$ cat src/logic/spio_pkg.sv
// package: register map, reset values and widths for the shared io port
package spio_pkg;
  localparam int unsigned ADDR_W = 8;
  localparam int unsigned PORT_W = 16;
  localparam logic [ADDR_W-1:0] OFF_DIR = 8'h00;
  localparam logic [ADDR_W-1:0] OFF_LAT = 8'h04;
  localparam logic [ADDR_W-1:0] OFF_PIN = 8'h08;
  localparam logic [ADDR_W-1:0] OFF_ODC = 8'h0c;
  localparam logic [ADDR_W-1:0] OFF_ANA = 8'h10;
  localparam logic [ADDR_W-1:0] OFF_CNEN = 8'h14;
  localparam logic [ADDR_W-1:0] OFF_PU = 8'h18;
  localparam logic [ADDR_W-1:0] OFF_PD = 8'h1c;
  localparam logic [ADDR_W-1:0] OFF_CNFLAG = 8'h20;
  localparam logic [PORT_W-1:0] RST_DIR = 16'hffff;
  localparam logic [PORT_W-1:0] RST_ANA = 16'hffff;
  localparam logic [PORT_W-1:0] RST_ZERO = 16'h0000;
endpackage

$ cat src/logic/spio_port.sv
// module: shared parallel io port with change notification and apb registers
`timescale 1ns/1ps
module spio_port #(
  parameter int unsigned WIDTH = spio_pkg::PORT_W,
  parameter logic [spio_pkg::PORT_W-1:0] IMPL_MASK = 16'hffff
) (
  // clock and reset
  input wire logic pclk,
  input wire logic presetn,
  // apb slave
  input wire logic psel,
  input wire logic penable,
  input wire logic pwrite,
  input wire logic [spio_pkg::ADDR_W-1:0] paddr,
  input wire logic [31:0] pwdata,
  output logic [31:0] prdata,
  output logic pready,
  output logic pslverr,
  // pins
  input wire logic [WIDTH-1:0] pin_in,
  output logic [WIDTH-1:0] pin_out,
  output logic [WIDTH-1:0] pin_oe,
  output logic [WIDTH-1:0] weak_pullup_en,
  output logic [WIDTH-1:0] weak_pulldown_en,
  // sharing peripherals
  input wire logic [WIDTH-1:0] periph_en,
  input wire logic [WIDTH-1:0] periph_oe,
  input wire logic [WIDTH-1:0] periph_out,
  output logic [WIDTH-1:0] periph_in,
  output logic [WIDTH-1:0] analog_level,
  // change notification
  output logic change_notification_irq
);
  logic [WIDTH-1:0] dir_r, lat_r, odc_r, ana_r, cnen_r, pu_r, pd_r, flag_r;
  logic [WIDTH-1:0] sync1_r, sync2_r, prev_r;
  logic [WIDTH-1:0] impl, change_of_state, port_drive, periph_own, pin_view;
  logic wr_en, rd_setup;

  // ----------------------------------------------------------------
  // address decode
  // ----------------------------------------------------------------
  function automatic logic mapped(input logic [spio_pkg::ADDR_W-1:0] a);
    if (a == spio_pkg::OFF_DIR) mapped = 1'b1;
    else if (a == spio_pkg::OFF_LAT) mapped = 1'b1;
    else if (a == spio_pkg::OFF_PIN) mapped = 1'b1;
    else if (a == spio_pkg::OFF_ODC) mapped = 1'b1;
    else if (a == spio_pkg::OFF_ANA) mapped = 1'b1;
    else if (a == spio_pkg::OFF_CNEN) mapped = 1'b1;
    else if (a == spio_pkg::OFF_PU) mapped = 1'b1;
    else if (a == spio_pkg::OFF_PD) mapped = 1'b1;
    else if (a == spio_pkg::OFF_CNFLAG) mapped = 1'b1;
    else mapped = 1'b0;
  endfunction

  assign impl = IMPL_MASK[WIDTH-1:0];
  assign wr_en = psel && penable && pwrite && pready;
  assign rd_setup = psel && !penable;
  // peripheral owns the pad only while enabled and driving; idle ones leave it to the port
  assign periph_own = periph_en & periph_oe;
  // analog inputs are blanked so the buffer value never leaks into reads
  assign pin_view = sync2_r & ~(ana_r & dir_r) & impl;
  assign port_drive = ~dir_r & ~periph_own & impl;
  assign change_of_state = (sync2_r ^ prev_r) & cnen_r & impl;

  // ----------------------------------------------------------------
  // pin synchroniser
  // ----------------------------------------------------------------
  always_ff @(posedge pclk or negedge presetn) begin
    if (!presetn) begin
      sync1_r <= '0;
      sync2_r <= '0;
      prev_r <= '0;
    end else begin
      sync1_r <= pin_in;
      sync2_r <= sync1_r;
      prev_r <= sync2_r;
    end
  end

  // ----------------------------------------------------------------
  // configuration registers
  // ----------------------------------------------------------------
  always_ff @(posedge pclk or negedge presetn) begin
    if (!presetn) begin
      dir_r <= spio_pkg::RST_DIR[WIDTH-1:0];
      lat_r <= spio_pkg::RST_ZERO[WIDTH-1:0];
      odc_r <= spio_pkg::RST_ZERO[WIDTH-1:0];
      ana_r <= spio_pkg::RST_ANA[WIDTH-1:0];
      cnen_r <= spio_pkg::RST_ZERO[WIDTH-1:0];
      pu_r <= spio_pkg::RST_ZERO[WIDTH-1:0];
      pd_r <= spio_pkg::RST_ZERO[WIDTH-1:0];
    end else if (wr_en) begin
      if (paddr == spio_pkg::OFF_DIR) begin
        dir_r <= pwdata[WIDTH-1:0];
      end else if (paddr == spio_pkg::OFF_LAT || paddr == spio_pkg::OFF_PIN) begin
        lat_r <= pwdata[WIDTH-1:0];
      end else if (paddr == spio_pkg::OFF_ODC) begin
        odc_r <= pwdata[WIDTH-1:0];
      end else if (paddr == spio_pkg::OFF_ANA) begin
        ana_r <= pwdata[WIDTH-1:0];
      end else if (paddr == spio_pkg::OFF_CNEN) begin
        cnen_r <= pwdata[WIDTH-1:0];
      end else if (paddr == spio_pkg::OFF_PU) begin
        pu_r <= pwdata[WIDTH-1:0];
      end else if (paddr == spio_pkg::OFF_PD) begin
        pd_r <= pwdata[WIDTH-1:0];
      end
    end
  end

  // ----------------------------------------------------------------
  // change flags: write one to clear, a new change wins over the clear
  // ----------------------------------------------------------------
  always_ff @(posedge pclk or negedge presetn) begin
    if (!presetn) begin
      flag_r <= '0;
      change_notification_irq <= 1'b0;
    end else begin
      if (wr_en && paddr == spio_pkg::OFF_CNFLAG) begin
        flag_r <= (flag_r & ~pwdata[WIDTH-1:0]) | change_of_state;
      end else begin
        flag_r <= flag_r | change_of_state;
      end
      change_notification_irq <= |(flag_r | change_of_state);
    end
  end

  // ----------------------------------------------------------------
  // pad and peripheral outputs, registered
  // ----------------------------------------------------------------
  always_ff @(posedge pclk or negedge presetn) begin
    if (!presetn) begin
      pin_out <= '0;
      pin_oe <= '0;
      periph_in <= '0;
      analog_level <= '0;
      weak_pullup_en <= '0;
      weak_pulldown_en <= '0;
    end else begin
      for (int i = 0; i < WIDTH; i++) begin
        if (periph_own[i] && impl[i]) begin
          pin_out[i] <= periph_out[i];
          pin_oe[i] <= 1'b1;
        end else if (odc_r[i]) begin
          pin_out[i] <= 1'b0;
          pin_oe[i] <= port_drive[i] & ~lat_r[i];
        end else begin
          pin_out[i] <= lat_r[i];
          pin_oe[i] <= port_drive[i];
        end
      end
      // the pad value seen by the peripheral is masked while the port drives it
      periph_in <= sync2_r & ~port_drive;
      analog_level <= lat_r & ana_r & ~dir_r & impl;
      weak_pullup_en <= pu_r & impl;
      weak_pulldown_en <= pd_r & impl;
    end
  end

  // ----------------------------------------------------------------
  // apb read path: data captured in setup, zero wait states
  // ----------------------------------------------------------------
  always_ff @(posedge pclk or negedge presetn) begin
    if (!presetn) begin
      prdata <= '0;
      pslverr <= 1'b0;
      pready <= 1'b0;
    end else begin
      pready <= 1'b1;
      if (rd_setup) begin
        pslverr <= !mapped(paddr);
        prdata <= '0;
        if (!pwrite) begin
          if (paddr == spio_pkg::OFF_DIR) begin
            prdata[WIDTH-1:0] <= dir_r & impl;
          end else if (paddr == spio_pkg::OFF_LAT) begin
            prdata[WIDTH-1:0] <= lat_r & impl;
          end else if (paddr == spio_pkg::OFF_PIN) begin
            prdata[WIDTH-1:0] <= pin_view;
          end else if (paddr == spio_pkg::OFF_ODC) begin
            prdata[WIDTH-1:0] <= odc_r;
          end else if (paddr == spio_pkg::OFF_ANA) begin
            prdata[WIDTH-1:0] <= ana_r;
          end else if (paddr == spio_pkg::OFF_CNEN) begin
            prdata[WIDTH-1:0] <= cnen_r;
          end else if (paddr == spio_pkg::OFF_PU) begin
            prdata[WIDTH-1:0] <= pu_r;
          end else if (paddr == spio_pkg::OFF_PD) begin
            prdata[WIDTH-1:0] <= pd_r;
          end else if (paddr == spio_pkg::OFF_CNFLAG) begin
            prdata[WIDTH-1:0] <= flag_r;
          end
        end
      end
    end
  end

  // every pin, not just bit zero, must obey the ownership mux
  for (genvar g = 0; g < WIDTH; g++) begin : g_pin_chk

  end
endmodule

$ cat config.mk
export PLATFORM = sky130hd
export DESIGN_NAME = spio_port
export DESIGN_NICKNAME = d
export VERILOG_FILES = /design/src/logic/spio_pkg.sv /design/src/logic/spio_port.sv
export SDC_FILE = /design/constraint.sdc
export NUM_CORES = 1
export LEC_CHECK = 0
export BUFFER_PORTS_ARGS = -buffer_cell sky130_fd_sc_hd__buf_2
export CORE_MARGIN = 4
export CORE_UTILIZATION = 55
export DETAILED_ROUTE_END_ITERATION = 10
export GPL_TIMING_DRIVEN = 0
export MAX_ROUTING_LAYER = met4
export PLACE_DENSITY_LB_ADDON = 0.2
export SKIP_CTS_REPAIR_TIMING = 1
export SYNTH_ARGS = -nofsm -noshare
export SYNTH_HDL_FRONTEND = slang
export SYNTH_SLANG_ARGS = --single-unit
$ cat constraint.sdc
create_clock -name pclk -period 4.82 [get_ports pclk]
set_clock_uncertainty 0.15 [all_clocks]
set_input_delay 0.964 -clock pclk [delete_from_list [all_inputs] [get_ports pclk]]
set_output_delay 0.964 -clock pclk [all_outputs]
set_load 0.02 [all_outputs]
# [Yosys cells after proc, flatten, opt, wreduce, memory -nomap -nowiden]
# Index checks and enable logic that the tools add are counted.
[word_totals] input_bits=109 elab_cells=186 out_inout_bits=131 reg_bits=291
[classes] eq_ne=8 bitwise_logic=55 n_reduce_logical=17 mux=85
[ops] cell="16-bit two-way mux" count=11
[ops] cell="16-bit AND" count=9
[ops] cell="16-bit NOT" count=5
[ops] cell="1-bit two-way mux" count=74
[ops] cell="8-bit by 5-bit == test with 1-bit output (second input constant)" count=4
[ops] cell="16-bit bitwise OR" count=2
[ops] cell="1-bit NOT" count=22
[ops] cell="1-bit AND" count=16
[ops] cell="8-bit by 4-bit == test with 1-bit output (second input constant)" count=2
[ops] cell="16-bit OR reduction" count=1
[ops] cell="16-bit XOR" count=1
[ops] cell="8-bit by 3-bit == test with 1-bit output (second input constant)" count=1
[ops] cell="8-bit by 6-bit == test with 1-bit output (second input constant)" count=1
[ops] cell="8-bit logical NOT" count=1
[ops] cell="8-bit AND reduction" count=1
[ops] cell="7-bit AND reduction" count=1
[ops] cell="6-bit AND reduction" count=1
[ops] cell="1-bit logical AND" count=5
[ops] cell="5-bit AND reduction" count=1
[ops] cell="4-bit AND reduction" count=1
[ops] cell="3-bit AND reduction" count=1
[ops] cell="1-bit logical NOT" count=2
[ops] cell="2-bit AND reduction" count=1
[ops] cell="1-bit logical OR" count=1

# [Longest topological paths before layout]
[depth] word_depth=12 depth_mapped=7 ltp_nobuf=5

# [Worst setup path after synthesis]
# Ideal clock, no wire load.
[synth_timing] kind="in2reg" startpoint="input port paddr[5] (netlist bit)" endpoint="register cnen_r[10]" setup_time_ns=0.125 arrival_ns=2.517 setup_slack_ns=2.028 stages=6 cell_sequence="or4b_4 > nor2_4 > nand3_1 > nor2_4 > buf_4 > mux2_2"
[synth_via] elab_chain_len=4
[synth_lines] element="from (decl)" line="spio_port.sv:14" text="input wire logic [spio_pkg::ADDR_W-1:0] paddr,"
[synth_lines] element="8-bit by 3-bit == test with 1-bit output / 8-bit by 4-bit == test with 1-bit output (equally long branches)" line="spio_port.sv:95" text="end else if (paddr == spio_pkg::OFF_LAT || paddr == spio_pkg::OFF_PIN) begin"
[synth_lines] element="1-bit logical OR" line="spio_port.sv:95"
[synth_lines] element="1-bit NOT (no source line)"
[synth_lines] element="6-bit AND reduction (no source line) *"
[synth_lines] element="to (signal assigned)" line="spio_port.sv:89" text="cnen_r <= spio_pkg::RST_ZERO[WIDTH-1:0];"
[synth_lines] element="to (signal assigned)" line="spio_port.sv:102" text="cnen_r <= pwdata[WIDTH-1:0];"
[synth_lines] element="to (decl)" line="spio_port.sv:34" text="logic [WIDTH-1:0] dir_r, lat_r, odc_r, ana_r, cnen_r, pu_r, pd_r, flag_r;"
# Mark *: on every way between the ends. The rest lies on a longest branch, timed or not.
# A chain may end at the register's enable or synchronous reset.

# [Final worst setup path]
[layout_timing] startpoint="input port paddr[2] (netlist bit)" endpoint="register odc_r[2]"
[layout_via] elab_chain_len=4
[layout_lines] element="8-bit by 3-bit == test with 1-bit output / 8-bit by 4-bit == test with 1-bit output (equally long branches)" line="spio_port.sv:95"
[layout_lines] element="1-bit logical OR" line="spio_port.sv:95"
[layout_lines] element="1-bit NOT (no source line)"
[layout_lines] element="4-bit AND reduction (no source line) *"
[layout_lines] element="to (signal assigned)" line="spio_port.sv:87" text="odc_r <= spio_pkg::RST_ZERO[WIDTH-1:0];"
[layout_lines] element="to (signal assigned)" line="spio_port.sv:98" text="odc_r <= pwdata[WIDTH-1:0];"
[layout_lines] element="to (decl)" line="spio_port.sv:34"
# Marks and branches as above.

==> impl_metrics.csv <==
group,metric,value,unit
outcome,status,"complete, no violations",
timing,hold_ws,196.7,ps
synth,yosys_warnings,0,
layout,syn_to_final_growth,21.17,%
worst_setup_path,cp_data_arrival_time,3560,ps
worst_setup_path,required,5100,ps
timing,worst_pin_slew,1062,ps
placed_design,place_hpwl,22450,um
synth,synthDistinctLibCells,57,
power,p_leak,7.268,nW
die,io_pins,240,
die,start_util,56.28,%
die,dieHeight,155.4,um
clocking,clk_latency,560,ps
global_routing,grt_overflow,0,
worst_setup_path,critPathMaxFanout,10,
timing,finalCritPeriodShare,68.07,%
power,switching_share,23.11,%
timing,slew_viol_final,0,
synth,synth_edf_count,0,
power,clockPowerShare,45.5,%
synth,ys_seq_area_share,61.31,%
layout,most-common-layout-cells,"dfrtp_1, buf_2, nand2_1",
worst_setup_path,end_kind,"register",
worst_setup_path,cpPeakStageDelay,820,ps
power,pwr-share-comb,6.3,%
timing,clock.fmax,304.8,MHz
power,ir_drop,280.3,uV
timing,slew_headroom,28.96,%
detailed_routing,wl,32990,um
synth,async_flop_share,100.0,%
clocking,cts.sinks,291,
worst_setup_path,crit_slowest_cell,"nor2_1",
layout,drive_gt1_share,36.81,%
worst_setup_path,cp_num_buf_inv,4,
clocking,h-tree-depth,1,
detailed_routing,drcViolationCount,0,
synth,syn_inst,958,
die,chipWidth,155.4,um
detailed_routing,firstDrtPassIters,5,
timing,rsz0062_at_grt,"no",
worst_setup_path,crit_family,"buffers and inverters",
clocking,clkTransAtPathRegs,60,ps
clocking,cts_tree,"done",
worst_setup_path,critPathKind,"input pin to register",
clocking,cts_buffers,29,
layout,utilization,68.20,%
timing,fin_setup_tns,0,ps
die,dieArea,24140,sq um
global_routing,antenna_found_initial,1,
job,maxCapViolCount,0,
worst_setup_path,worstPathCellList,"buf_2 -> buf_2 -> buf_2 -> nand4b_1 -> nor2_1 -> buf_2 -> mux2_2",
power,power,5.300,mW
worst_setup_path,cp_common_cell,"buf_2",
synth,yosys_most_used_dff,"dfrtp_1",
detailed_routing,post_drt_wl_per_cell,21.81,um
power,p_sw,1.225,mW
min_path,hold_class,"register to register",
detailed_routing,viasPerCell,5.909,
global_routing,grt_max_degree,112,
detailed_routing,ant_nets,0,
layout,final_common_cell,"dfrtp_1",
global_routing,grt_pass1_vias,8905,
die,coreArea,21220,sq um
global_routing,grt.total_usage,27.92,%
synth,avgSynthCellArea,12.47,sq um
power,powerDensity,366.2,nW/um^2
detailed_routing,route.vias.total,8940,
placed_design,place_congestion,0.9865,
timing,setup_viol,0,
power,p_int,4.075,mW
clocking,cts_buffer_depth,3,
timing,final.min_clock_period,3281,ps
detailed_routing,first_iter_violations,872,
die,row_count,53,
synth,syn_area,11940,sq um
timing,hold_viol,0,
global_routing,grt_pass1_wl,50850,um
layout,nets,1322,
synth,synth-seq-cells,291,
power,sequentialPowerShare,48.2,%
placed_design,port_buffers,207,
clocking,root_buffer,"clkbuf_16",
worst_setup_path,start_kind,"input pin",
logic make-up after synthesis:
logic type	Yosys count	synth area share, %
flip-flops	291	61.31
buffers and inverters	64	2.808
XOR/XNOR	16	1.173
AND/OR/NAND/NOR	279	12.03
AO/OA/AOI/OAI	194	12.06
multiplexers	112	10.56
other	2	0.06288
path summary, 6_finish.rpt:
check / startpoint / end / slack [ps] / cells after the start
setup / recovery: paddr[2] / odc_r[2] / 1540 / 7
hold / removal: sync1_r[11] / sync2_r[11] / 200 / 0
setup reg to reg: pready / odc_r[2] / 2160 / 4
hold reg to reg: sync1_r[11] / sync2_r[11] / 200 / 0
max in group asynchronous: presetn / dir_r[12] / 3340 / 2
min in group asynchronous: presetn / pin_out[11] / 230 / 1
through the flow:
stage / setup WS [ps] / area (sq um) / cells
floorplan: 2028 / 12000 / 973
global placement: -2583 / 13380 / 1455
detailed placement: 1039 / 13440 / 1457
CTS: 1601 / 14470 / 1511
global route: 1485 / 14470 / 1512
finish: 1539 / 14470 / 1513
cell type report:
cell class / instances / area (sq um)
diodes: 2 / 5.005
clock buffers: 41 / 820.8
multi-input cells: 618 / 4342
repair buffers: 209 / 1101
clock inverters: 13 / 201.4
well taps: 275 / 344.1
fillers: 1621 / 6749
flip-flops and latches: 291 / 7322
inverters: 8 / 30.03
plain buffers: 56 / 305.3
worst register-to-register path, cell delays in order, from the launching register on:
cell and delay (ps):
dfrtp_1 380, nand4_1 220, nor2_1 890, buf_2 530, mux2_2 390
power groups by stage:
stage	sequential, mW	combinational [mW]	clock (mW)
finish	2.55	0.336	2.41
CTS	2.55	0.337	2.43
global route	2.56	0.367	2.55
global placement	2.59	0.322	0
floorplan	2.61	0.130	0
detailed placement	2.60	0.335	0
metal layers:
layer / vias to the layer above / GRT usage (%) / routed length [um]
met5: - / - / 0
met4: 0 / 8.587 / 1099
met3: 81 / 6.092 / 2971
met2: 402 / 44.33 / 15940
met1: 4495 / 36.45 / 12980
li1: 3962 / - / -
synth_stat cells, types with 8 or more instances:
library cell / instances / area, sq um
dfrtp_1: 259 / 6481
nand2_1: 112 / 420.4
mux2_2: 109 / 1227
nor2_1: 51 / 191.4
a21oi_1: 42 / 210.2
dfstp_2: 32 / 840.8
nand3_1: 28 / 140.1
a22o_1: 26 / 227.7
o21ai_0: 24 / 120.1
clkbuf_1: 20 / 75.07
buf_4: 18 / 135.1
a21o_1: 17 / 127.6
buf_2: 16 / 80.08
xor2_1: 16 / 140.1
a22oi_1: 15 / 112.6
nand3b_1: 15 / 112.6
a221o_1: 14 / 140.1
nor2b_1: 14 / 87.58
nor4_1: 12 / 75.07
a211oi_1: 10 / 75.07
o2111ai_1: 9 / 78.83
and4_1: 8 / 70.07
inv_1: 8 / 30.03
Power figures use the tool's default switching activity.
